### src/shared/adl_map.svh
// register offsets, reset values and timing figures of the voice converter latch
// assumes a 32-bit apb slave, one aligned word per register
`ifndef ADL_MAP_SVH
`define ADL_MAP_SVH

`define ADL_OFF_WORD_HIGH    12'h000
`define ADL_OFF_WORD_LOW     12'h004
`define ADL_OFF_CONTROL      12'h008
`define ADL_OFF_SHADOW       12'h00C

`define ADL_RST_BYTE         8'h00
`define ADL_CTRL_ON_BIT      0
`define ADL_RST_ON           1'b0
`define ADL_RST_WORD         32'h0000_0000

// software settling wait after enabling the converter, in pclk cycles; plain default
`define ADL_SETTLE_CYCLES    8

`endif

### src/shared/adl_pkg.sv
// types shared by the voice converter latch
// assumes adl_map.svh supplies the numeric constants
`default_nettype none

package adl_pkg;

  typedef struct packed {
    logic [15:0] word;
    logic        start;
    logic        on;
  } adl_conv_t;

  typedef struct packed {
    logic        wr;
    logic        rd;
    logic [11:0] addr;
  } adl_acc_t;

endpackage

`default_nettype wire

### src/verilog/adl_latch.sv
// apb register front end of the 16-bit voice converter latch
// assumes pclk at 10 MHz and an apb master that follows the usual two-phase protocol
//
// The implementer's own choices: the APB register port and the placing of the registers.
`timescale 1ns/10ps
`default_nettype none
`include "adl_map.svh"

module adl_latch (
  input  wire logic        pclk,
  input  wire logic        presetn,
  input  wire logic        psel,
  input  wire logic        penable,
  input  wire logic        pwrite,
  input  wire logic [11:0] paddr,
  input  wire logic [31:0] pwdata,
  output logic      [31:0] prdata,
  output logic             pready,
  output logic             pslverr,
  output adl_pkg::adl_conv_t conv
);

  // register state
  logic [7:0]        dac_word_high;
  logic [7:0]        dac_word_low;
  logic [7:0]        shadow_low;
  logic              converter_on;
  adl_pkg::adl_acc_t acc;

  // apb phases; a transfer takes effect only at the edge where pready is high
  wire               setup_phase = psel & ~penable;
  wire               access      = psel & penable & pready;
  assign acc = {access & pwrite, access & ~pwrite, paddr};

  // address decode
  wire               hit_high    = acc.addr == `ADL_OFF_WORD_HIGH;
  wire               hit_low     = acc.addr == `ADL_OFF_WORD_LOW;
  wire               hit_ctrl    = acc.addr == `ADL_OFF_CONTROL;
  wire               hit_shadow  = acc.addr == `ADL_OFF_SHADOW;
  wire               mapped      = hit_high | hit_low | hit_ctrl | hit_shadow;

  // write strobes; the shadow view at its own offset takes no writes
  wire               wr_high     = acc.wr & hit_high;
  wire               wr_low      = acc.wr & hit_low;
  wire               wr_ctrl     = acc.wr & hit_ctrl;

  // next register values; a high write copies the shadow into the low byte
  wire         [7:0] next_word_high  = wr_high ? pwdata[7:0] : dac_word_high;
  wire         [7:0] next_word_low   = wr_high ? shadow_low : dac_word_low;
  wire         [7:0] next_shadow_low = wr_low ? pwdata[7:0] : shadow_low;
  wire               next_on         = wr_ctrl ? pwdata[`ADL_CTRL_ON_BIT] : converter_on;

  // read mux, taken in the setup cycle so that the answer leaves a flip-flop
  wire         [7:0] rd_byte = hit_high   ? dac_word_high :
                               hit_low    ? dac_word_low :
                               hit_ctrl   ? {7'h00, converter_on} :
                               hit_shadow ? shadow_low : 8'h00;
  wire               rd_setup    = setup_phase & ~pwrite;
  wire               err_setup   = setup_phase & ~mapped;
  wire        [31:0] next_prdata = rd_setup ? {24'h00_0000, rd_byte} : `ADL_RST_WORD;

  // a low byte write lands in the shadow only
  always_ff @(posedge pclk or negedge presetn) begin
    if (!presetn) begin
      shadow_low <= `ADL_RST_BYTE;
    end else begin
      shadow_low <= next_shadow_low;
    end
  end

  // the applied pair moves only on a high byte write
  always_ff @(posedge pclk or negedge presetn) begin
    if (!presetn) begin
      dac_word_high <= `ADL_RST_BYTE;
      dac_word_low  <= `ADL_RST_BYTE;
    end else begin
      dac_word_high <= next_word_high;
      dac_word_low  <= next_word_low;
    end
  end

  // converter enable, the only implemented control bit
  // settling after enable is left to software; nothing here counts it
  always_ff @(posedge pclk or negedge presetn) begin
    if (!presetn) begin
      converter_on <= `ADL_RST_ON;
    end else begin
      converter_on <= next_on;
    end
  end

  // bus answer: ready, error and read data all come from the setup cycle
  // pready rises in every access cycle, so there are no wait states
  always_ff @(posedge pclk or negedge presetn) begin
    if (!presetn) begin
      pready  <= 1'b0;
      pslverr <= 1'b0;
      prdata  <= `ADL_RST_WORD;
    end else begin
      pready  <= setup_phase;
      pslverr <= err_setup;
      prdata  <= next_prdata;
    end
  end

  // word and start leave together, so the core never starts on a stale word
  always_ff @(posedge pclk or negedge presetn) begin
    if (!presetn) begin
      conv.word  <= {`ADL_RST_BYTE, `ADL_RST_BYTE};
      conv.start <= 1'b0;
      conv.on    <= `ADL_RST_ON;
    end else begin
      conv.word  <= {next_word_high, next_word_low};
      conv.start <= wr_high;
      conv.on    <= next_on;
    end
  end

  // checks on the shadow and the applied word
  low_keeps_word_a: assert property (@(posedge pclk) disable iff (!presetn)
    wr_low |=> conv.word == $past(conv.word) && dac_word_low == $past(dac_word_low))
    else $error("low byte write changed the applied word");

  shadow_takes_low_a: assert property (@(posedge pclk) disable iff (!presetn)
    wr_low |=> shadow_low == $past(pwdata[7:0]))
    else $error("low byte write did not reach the shadow");

  shadow_holds_a: assert property (@(posedge pclk) disable iff (!presetn)
    !wr_low |=> $stable(shadow_low))
    else $error("shadow changed without a low byte write");

  high_loads_word_a: assert property (@(posedge pclk) disable iff (!presetn)
    wr_high |=> dac_word_low == $past(shadow_low) && dac_word_high == $past(pwdata[7:0]))
    else $error("high byte write did not load the whole word");

  word_applied_a: assert property (@(posedge pclk) disable iff (!presetn)
    wr_high |=> conv.word == {$past(pwdata[7:0]), $past(shadow_low)})
    else $error("applied word does not match the high write and the shadow");

  pair_holds_a: assert property (@(posedge pclk) disable iff (!presetn)
    !wr_high |=> $stable(dac_word_high) && $stable(dac_word_low))
    else $error("data registers changed without a high byte write");

  word_still_a: assert property (@(posedge pclk) disable iff (!presetn)
    !wr_high |=> $stable(conv.word))
    else $error("applied word changed without a high byte write");

  // checks on the conversion start
  start_one_pulse_a: assert property (@(posedge pclk) disable iff (!presetn)
    wr_high |=> conv.start ##1 !conv.start)
    else $error("conversion start is not a single pulse after the high write");

  start_has_cause_a: assert property (@(posedge pclk) disable iff (!presetn)
    conv.start |-> $past(wr_high))
    else $error("conversion start without a high byte write");

  // checks on read back and control
  high_reads_back_a: assert property (@(posedge pclk) disable iff (!presetn)
    acc.rd & hit_high |-> prdata == {24'h00_0000, dac_word_high})
    else $error("high data register read back wrong");

  low_reads_back_a: assert property (@(posedge pclk) disable iff (!presetn)
    acc.rd & hit_low |-> prdata == {24'h00_0000, dac_word_low})
    else $error("low data register read back wrong");

  shadow_view_a: assert property (@(posedge pclk) disable iff (!presetn)
    acc.rd & hit_shadow |-> prdata == {24'h00_0000, shadow_low})
    else $error("shadow view read back wrong");

  ctrl_upper_zero_a: assert property (@(posedge pclk) disable iff (!presetn)
    acc.rd & hit_ctrl |-> prdata == {31'h0, converter_on})
    else $error("control register read back wrong");

  enable_write_a: assert property (@(posedge pclk) disable iff (!presetn)
    wr_ctrl |=> converter_on == $past(pwdata[`ADL_CTRL_ON_BIT]) && conv.on == converter_on)
    else $error("enable bit did not follow its write");

  enable_hold_a: assert property (@(posedge pclk) disable iff (!presetn)
    !wr_ctrl |=> $stable(converter_on))
    else $error("enable changed without a control write");

  // checks on the bus answer
  ready_after_setup_a: assert property (@(posedge pclk) disable iff (!presetn)
    setup_phase |=> pready)
    else $error("pready missing in the access cycle");

  ready_one_cycle_a: assert property (@(posedge pclk) disable iff (!presetn)
    pready |=> !pready)
    else $error("pready stood for more than one cycle");

  error_only_unmapped_a: assert property (@(posedge pclk) disable iff (!presetn)
    pslverr |-> pready && !$past(mapped))
    else $error("pslverr on a mapped address or outside the access cycle");

  unmapped_reads_zero_a: assert property (@(posedge pclk) disable iff (!presetn)
    acc.rd & ~mapped |-> prdata == `ADL_RST_WORD)
    else $error("unmapped read returned non-zero data");

  shadow_no_write_a: assert property (@(posedge pclk) disable iff (!presetn)
    acc.wr & hit_shadow |=> $stable(shadow_low) && $stable(conv.word))
    else $error("write to the shadow view changed state");

  // main scenarios
  cover_low_then_high: cover property (@(posedge pclk) disable iff (!presetn)
    wr_low ##[1:20] wr_high);
  cover_enable_on: cover property (@(posedge pclk) disable iff (!presetn)
    wr_ctrl & pwdata[`ADL_CTRL_ON_BIT]);
  cover_start: cover property (@(posedge pclk) disable iff (!presetn) conv.start);
  cover_bad_addr: cover property (@(posedge pclk) disable iff (!presetn) pslverr & pready);
  cover_two_samples: cover property (@(posedge pclk) disable iff (!presetn)
    wr_high ##[2:4] wr_high);

endmodule // adl_latch

`default_nettype wire
### config.mk
export PLATFORM = sky130hd
export DESIGN_NAME = adl_latch
export DESIGN_NICKNAME = d
export VERILOG_FILES = /design/src/shared/adl_pkg.sv /design/src/verilog/adl_latch.sv
export VERILOG_INCLUDE_DIRS = /design/src /design/src/shared
export SDC_FILE = /design/constraint.sdc
export NUM_CORES = 1
export LEC_CHECK = 0
export BUFFER_PORTS_ARGS = -buffer_cell sky130_fd_sc_hd__clkbuf_2
export CAP_MARGIN = 20
export CORE_ASPECT_RATIO = 0.8
export CORE_MARGIN = 4
export CORE_UTILIZATION = 47
export DETAILED_ROUTE_END_ITERATION = 8
export MAX_ROUTING_LAYER = met4
export PLACE_DENSITY = 0.93
export SYNTH_ARGS = -nofsm -noshare
export SYNTH_HDL_FRONTEND = slang
export SYNTH_SLANG_ARGS = --single-unit
export TNS_END_PERCENT = 30
### constraint.sdc
create_clock -name pclk -period 4.1 [get_ports pclk]
set_input_delay 0.41 -clock pclk [delete_from_list [all_inputs] [get_ports pclk]]
set_output_delay 0.41 -clock pclk [all_outputs]
set_load 0.05 [all_outputs]
==> results.tsv, run 1 <==
metric	value	unit
power_density	338	nW/um^2
synth_area_leader_cell	dfrtp_1	
arrival	1.99	ns
drt_iter0_drc	35	
ys_top_cells_by_area	dfrtp_1 (51%), mux2_2 (15%), buf_4 (11%)	
drive_gt1_share	51.4	%
first_pass_iters	4	
setup_viol	0	
start_util	50.4	%
yosysMostFrequentCell	dfrtp_1	
worst_r2r_endpoint	dac_word_low[6]	
hold_class	in2async	
drc_errors	0	
fp.dieW	76.6	um
synthFlopType	dfrtp_1	
whs	0.231	ns
synth-edff-count	0	
diodes	0	
hold_violations	0	
reg2reg_from	pready	
hold_buffers	0	
status	complete, no violations	
worst_pin_slew	0.858	ns
vdd_drop_max	0.190	mV
place_area	1960	sq um
grt_max_degree	37	
post_cts_buffers	0	
num_vias	1104	
syn_inst	130	
maxSlewHeadroom	42.8	%
synth-seq-cells	36	
nets	233	
rr_worst_depth	3	
r2r_slack	2.51	ns
path_max_fanout	17	
wl_per_cell	14.4	um
cts_resized	0	
p_leak	0.00114	uW
path_class	in2reg	
cts_made_buffers	5	
max_freq	0.547	GHz
syn_area	1770	sq um
antenna_found_initial	0	
clkSinkCount	36	
clock_latency	0.28	ns
drt_wl_total	3280	um
syn_area_per_cell	13.6	sq um
netlist_top_cells_count	dfrtp_1 (36), buf_4 (25), mux2_2 (23)	
synth_warnings	0	
die_area	4820	sq um
critPathRequiredTime	4.26	ns
ant_nets	0	
min_period_over_period	44.6	%
io_pins	101	
synthDistinctLibCells	23	
crit_start	paddr[3]	
fin_tns_setup	0	ns
fill_cells	300	
fin_util	58.4	%
async_flop_share	100	%
rsz0062_at_grt	false	
skew	0.00740	ns
htree_levels	2	
overflow	0	
critPathCapture	dac_word_low[6]	
cts_tree	done	
cts_root_buffer	clkbuf_8	
final_area	2050	sq um
rows	19	
place.gp.congestion	0.711	
cap_violations	0	
ys_seq_area_share	50.8	%
clockBufferDepth	2	
core	3520	sq um
synth_top_area_share	50.8	%
grt_pass1_wl	5380	um
critPathLaunchType	input port	
crit_path_end_kind	flip-flop	
slew_viol_final	0	
clkTransAtPathRegs	0.07	ns
fin_crit	1.83	ns
io_buffers	52	
die_h	62.9	um
dp_hpwl	2440	um
grt_pass1_vias	1126	
syn_to_final_growth	15.9	%
vias_per_cell	4.86	
grt.total_usage	15.0	%
cells in the final DEF, fill, tap and decap left out, types with 6 or more instances in the layout:
cell type  synthesis  final
dfrtp_1           36     36
mux2_4             9      9
conb_1             1     24
clkbuf_2           0     52
mux2_2            23     23
clkbuf_8           0      6
nor2_1             9      9
a22oi_1            7      7
sequential cells by signal, indices dropped and copies added (netlist names):
name           cells
conv               6
pready             1
dac_word_low       7
shadow_low         8
converter_on       1
prdata             8
pslverr            1
dac_word_high      4
power breakdown:
part	total [uW]	internal (uW)	switching [uW]	leakage [uW]
clock	250	137	113	0.0000455
sequential	357	356	0.354	0.000501
combinational	86.4	13.0	73.4	0.000596
total	693	506	187	0.00114
worst min path at each step:
stage	startpoint	endpoint	slack (ns)	depth (start not counted)
global placement	shadow_low[1]	dac_word_low[1]	0.51	1
floorplan	presetn	conv[10]	0.11	0
CTS	presetn	prdata[6]	0.25	1
detailed placement	shadow_low[3]	dac_word_low[3]	0.51	1
finish	presetn	prdata[6]	0.23	1
global route	presetn	prdata[6]	0.30	1
layout make-up:
cell class | count | area, sq um | area share, %
Inverter | 1 | 3.75 | 0.183
Clock buffer | 8 | 90.1 | 4.39
Sequential cell | 36 | 901 | 43.9
Multi-Input combinational cell | 88 | 746 | 36.3
Timing Repair Buffer | 52 | 260 | 12.7
Tap cell | 42 | 52.6 | 2.56
layer usage:
metal  up-vias  share of wire [%]  track usage [%]
met5         -                  0                -
li1        521                  -                -
met1       536                 41             17.2
met4         0                1.3             5.43
met2        41                 51             24.9
met3         6                6.0             4.76
through the flow:
stage	power, uW	instances	setup WS [ns]
global placement	449	219	2.00
finish	693	227	2.27
detailed placement	450	219	1.97
CTS	701	227	2.27
global route	717	227	2.14
floorplan	442	153	2.36
critical path, cell delays in order:
cell and delay [ns]:
clkbuf_2 0.22, nor4_1 0.50, nand4_4 0.43, mux2_4 0.43
logic make-up after synthesis:
group,after synthesis,share of synthesized area (%)
and+or+nand+nor,24,10.5
other,1,0.212
muxes,33,23.5
buffers and inverters,29,11.9
DFF,36,50.8
AOI/OAI and AO/OA,7,2.97
Note: power is estimated with default switching activity, not from simulation.
==> run 2: changes to the inputs <==
--- a/config.mk
+++ b/config.mk
@@ -10,10 +10,10 @@
 export CAP_MARGIN = 20
 export CORE_ASPECT_RATIO = 0.8
 export CORE_MARGIN = 4
-export CORE_UTILIZATION = 47
+export CORE_UTILIZATION = 39
 export DETAILED_ROUTE_END_ITERATION = 8
 export MAX_ROUTING_LAYER = met4
-export PLACE_DENSITY = 0.93
+export PLACE_DENSITY = 0.83
 export SYNTH_ARGS = -nofsm -noshare
 export SYNTH_HDL_FRONTEND = slang
 export SYNTH_SLANG_ARGS = --single-unit
==> constraint.sdc (replaced) <==
create_clock -name pclk -period 1.6 [get_ports pclk]
set_input_delay 0.16 -clock pclk [delete_from_list [all_inputs] [get_ports pclk]]
set_output_delay 0.16 -clock pclk [all_outputs]
set_load 0.05 [all_outputs]
==> run 2 against run 1 <==
  * First-iteration DRC count grew 2.9%
  * Setup slack lost 2.1 ns
  * Global-route usage shrank 1.2 points
  * Clock power grew to 2.8 times the previous value
  * Utilization shrank 7.8 points
  * Total power grew to 2.7 times the previous value
  * Sequential cell count is the same
  * Critical endpoint is now dac_word_low[2]
  * Via count grew 1.6%
  * Clock skew grew 0.0010 ns
  * Worst hold slack lost 0.17 ns
  * Largest power group unchanged
==> results.tsv, run 2 (synthesis results as in run 1) <==
metric	value	unit
status	complete, no violations	
cts_made_buffers	5	
clock_latency	0.28	ns
setup_viol	0	
drt_wl_total	3550	um
worst_pin_slew	0.543	ns
drc_errors	0	
fp.dieW	83.4	um
grt_pass1_wl	5810	um
crit_path_end_kind	flip-flop	
clockBufferDepth	2	
cts_root_buffer	clkbuf_8	
start_util	41.4	%
rr_worst_depth	4	
reg2reg_from	pready	
place.gp.congestion	0.717	
drt_iter0_drc	36	
path_max_fanout	17	
worst_r2r_endpoint	dac_word_low[2]	
p_leak	0.00120	uW
fin_tns_setup	0	ns
grt.total_usage	13.8	%
drive_gt1_share	54.6	%
ant_nets	0	
die_h	68.3	um
diodes	0	
critPathLaunchType	flip-flop	
cts_resized	0	
rows	21	
arrival	1.60	ns
vias_per_cell	4.47	
holdPathEnd	pready	
final_common_cell	clkbuf_2	
clkTransAtPathRegs	0.07	ns
max_freq	0.697	GHz
dp_hpwl	2780	um
post_cts_buffers	0	
rsz0062_at_grt	false	
critPathRequiredTime	1.77	ns
slowest_delay	0.41	ns
min_period_over_period	89.7	%
wl_per_cell	14.1	um
first_pass_iters	4	
cts_tree	done	
path_class	reg2reg	
hold_violations	0	
syn_to_final_growth	22.3	%
whs	0.0650	ns
io_buffers	52	
power_density	850	nW/um^2
crit_slowest_cell	dfrtp_2	
crit_family	flip-flops	
die_area	5690	sq um
slew_viol_final	0	
nets	242	
fin_crit	1.44	ns
min_path_cells	2	
grt_pass1_vias	1187	
skew	0.00844	ns
hold_buffers	1	
num_vias	1122	
clkSinkCount	36	
hold_class	in2reg	
top_regs	prdata (8), shadow_low (8), dac_word_low (7)	
io_pins	101	
cp_cell_sequence	and4_2 -> nand4_4 -> buf_12 -> mux2_2	
htree_levels	2	
grt_max_degree	18	
vdd_drop_max	0.370	mV
cap_violations	0	
path_buf_inv	1	
core	4280	sq um
overflow	0	
layout_common_cells	clkbuf_2 (52), dfrtp_1 (35), conb_1 (24)	
hp-start	penable	
antenna_found_initial	0	
maxSlewHeadroom	63.7	%
r2r_slack	0.16	ns
[run 2: cell count changes in the layout (fill, tap and decap cells not counted), sizes merged]
cell         previous run  this run
dlygate4sd3             0         1
buf                     0         8
[run 2: stage by stage]
| stage | util [%] | instances | total power (uW) | worst slack [ns] | cell area (sq um) |
|---|---|---|---|---|---|
| after floorplan | - | 153 | 1130 | 0.00532 | 1860 |
| after global routing | 50.6 | 251 | 1910 | 0.123 | 2170 |
| final | 50.6 | 251 | 1840 | 0.165 | 2170 |
| after detailed placement | 48.0 | 242 | 1160 | 0.0261 | 2060 |
| after global placement | 48.0 | 242 | 1160 | 0.119 | 2060 |
| after CTS | 50.6 | 251 | 1870 | 0.161 | 2170 |
[run 2: how the worst max path moves through the flow]
| stage | start | endpoint | cells past startpoint |
|---|---|---|---|
| floorplan | pready | conv[9] | 4 |
| global placement | paddr[3] | dac_word_low[3] | 6 |
| detailed placement | paddr[3] | dac_word_low[6] | 6 |
| CTS | pready | dac_word_high[5] | 4 |
| global route | pready | conv[11] | 4 |
| finish | pready | dac_word_low[2] | 4 |
[run 2: report_power, final]
part	leakage, uW	total, uW	switching, uW	internal [uW]
registers	0.000500	914	1.15	913
clock network	0.0000515	695	302	393
logic	0.000644	233	190	42.2
total	0.00120	1840	494	1350
[run 2: cell type report]
class	instances	area (sq um)
multi-input combinational	88	747
inverter	1	3.75
tap	57	71.3
timing repair buffer	61	343
sequential	36	902
clock buffer	8	100
fill	403	2120
[run 2: routing by layer]
metal	up-vias	part of all wire (%)	global-route usage [%]
met5	-	0	-
met4	0	1.1	4.90
met3	6	7.3	4.45
met2	39	49	21.9
met1	539	43	16.8
li1	538	-	-
==> run 3: changes to the inputs <==
==> constraint.sdc (replaced) <==
create_clock -name pclk -period 1.6 [get_ports pclk]
set_input_delay 0.4 -clock pclk [delete_from_list [all_inputs] [get_ports pclk]]
set_output_delay 0.4 -clock pclk [all_outputs]
set_load 0.05 [all_outputs]
==> run 3 against run 2 <==
  * Cell count increased by 0.80%
  * Critical path type unchanged
  * Total power fell by 0.16%
  * Sequential cell count did not move
  * Utilization rose by 0.50 points
  * Setup slack lost 0.0043 ns
  * First-iteration DRC count decreased by 19%
  * Wire length fell by 2.9%
==> results.tsv, run 3 (synthesis results as in run 1) <==
metric	value	unit
arrival	1.61	ns
core	4280	sq um
layoutNonFillerInstCount	253	
io_buffers	52	
vias_per_cell	4.49	
grt.total_usage	13.5	%
hold_class	in2async	
grt_pass1_wl	5580	um
clkSinkCount	36	
cts_root_buffer	clkbuf_8	
overflow	0	
crit_slowest_cell	dfrtp_2	
max_freq	0.695	GHz
htree_levels	2	
fp.dieW	83.4	um
critPathLaunchType	flip-flop	
syn_to_final_growth	23.5	%
num_vias	1135	
drt_wl_total	3440	um
drive_gt1_share	56.1	%
path_max_fanout	17	
layout_common_cells	clkbuf_2 (52), dfrtp_1 (35), conb_1 (24)	
clock_latency	0.29	ns
path_buf_inv	1	
fin_crit	1.44	ns
rsz0062_at_grt	false	
grt_pass1_vias	1161	
crit_family	flip-flops	
clockBufferDepth	2	
cp_cell_sequence	and4_1 -> nand4_4 -> buf_12 -> mux2_2	
ant_nets	0	
top_regs	prdata (8), shadow_low (8), dac_word_low (7)	
place.gp.congestion	0.705	
final_common_cell	clkbuf_2	
whs	0.0349	ns
io_pins	101	
status	complete, no violations	
path_class	reg2reg	
drc_errors	0	
skew	0.00731	ns
slew_viol_final	0	
setup_viol	0	
hold_buffers	0	
hold_violations	0	
worst_pin_slew	0.595	ns
clkTransAtPathRegs	0.07	ns
crit_path_end_kind	flip-flop	
grt_max_degree	19	
drt_iter0_drc	29	
p_leak	0.00121	uW
start_util	41.4	%
rows	21	
maxSlewHeadroom	60.2	%
vdd_drop_max	0.350	mV
power.total	1840	uW
slowest_delay	0.40	ns
die_area	5690	sq um
post_cts_buffers	0	
nets	245	
die_h	68.3	um
min_period_over_period	90.0	%
dp_hpwl	2680	um
power_density	840	nW/um^2
cts_made_buffers	5	
first_pass_iters	4	
fill_cells	373	
cap_violations	0	
dp_cells	246	
antenna_found_initial	0	
diodes	0	
wl_per_cell	13.6	um
cts_resized	0	
critPathRequiredTime	1.77	ns
cts_tree	done	
run 3: cell count changes in the layout (fill, tap and decap cells not counted):
cell,before,now
buf_4,7,11
and4_1,0,1
and4_2,1,0
clkbuf_1,1,0
dlygate4sd3_1,1,0
nor4_1,1,0
nor4_2,0,1
run 3: final cells by class:
type                            instances  area [sq um]  area share, %
Multi-Input combinational cell         88           752           34.4
Inverter                                1          3.75          0.172
Tap cell                               57          71.3           3.26
Sequential cell                        36           902           41.2
Timing Repair Buffer                   64           363           16.6
Clock buffer                            7          96.3           4.40
run 3: worst paths after layout:
check	startpoint	end	slack (ns)	cells after the start
min reg2reg	shadow_low[6]	dac_word_low[6]	0.52	1
max in group asynchronous	presetn	conv[11]	1.03	2
min	presetn	dac_word_low[4]	0.03	1
min in group pclk	penable	pready	0.30	2
max	pready	conv[11]	0.16	4
max reg2reg	pready	conv[11]	0.16	4
run 3: metal layers:
metal	part of all wire, %	GRT usage, %
met5	0	-
met4	0.32	4.90
met3	8.1	5.90
met2	48	21.3
met1	43	15.6
run 3: report_power, final:
group	total, uW	switching (uW)	internal, uW	leakage [uW]
clock	688	305	383	0.0000503
combinational	237	192	44.7	0.000659
sequential	914	0.928	913	0.000500
run 3: stage by stage:
stage / utilization [%] / cell area (sq um) / setup slack, ns / TNS (ns)
4_1_cts: 51.1 / 2190 / 0.165 / 0
6_report: 51.1 / 2190 / 0.160 / 0
3_5_place_dp: 48.8 / 2090 / -0.0746 / -1.42
2_1_floorplan: - / 1870 / -0.0248 / -0.223
3_3_place_gp: 48.8 / 2090 / -0.0455 / -0.661
5_1_grt: 51.1 / 2190 / 0.128 / 0
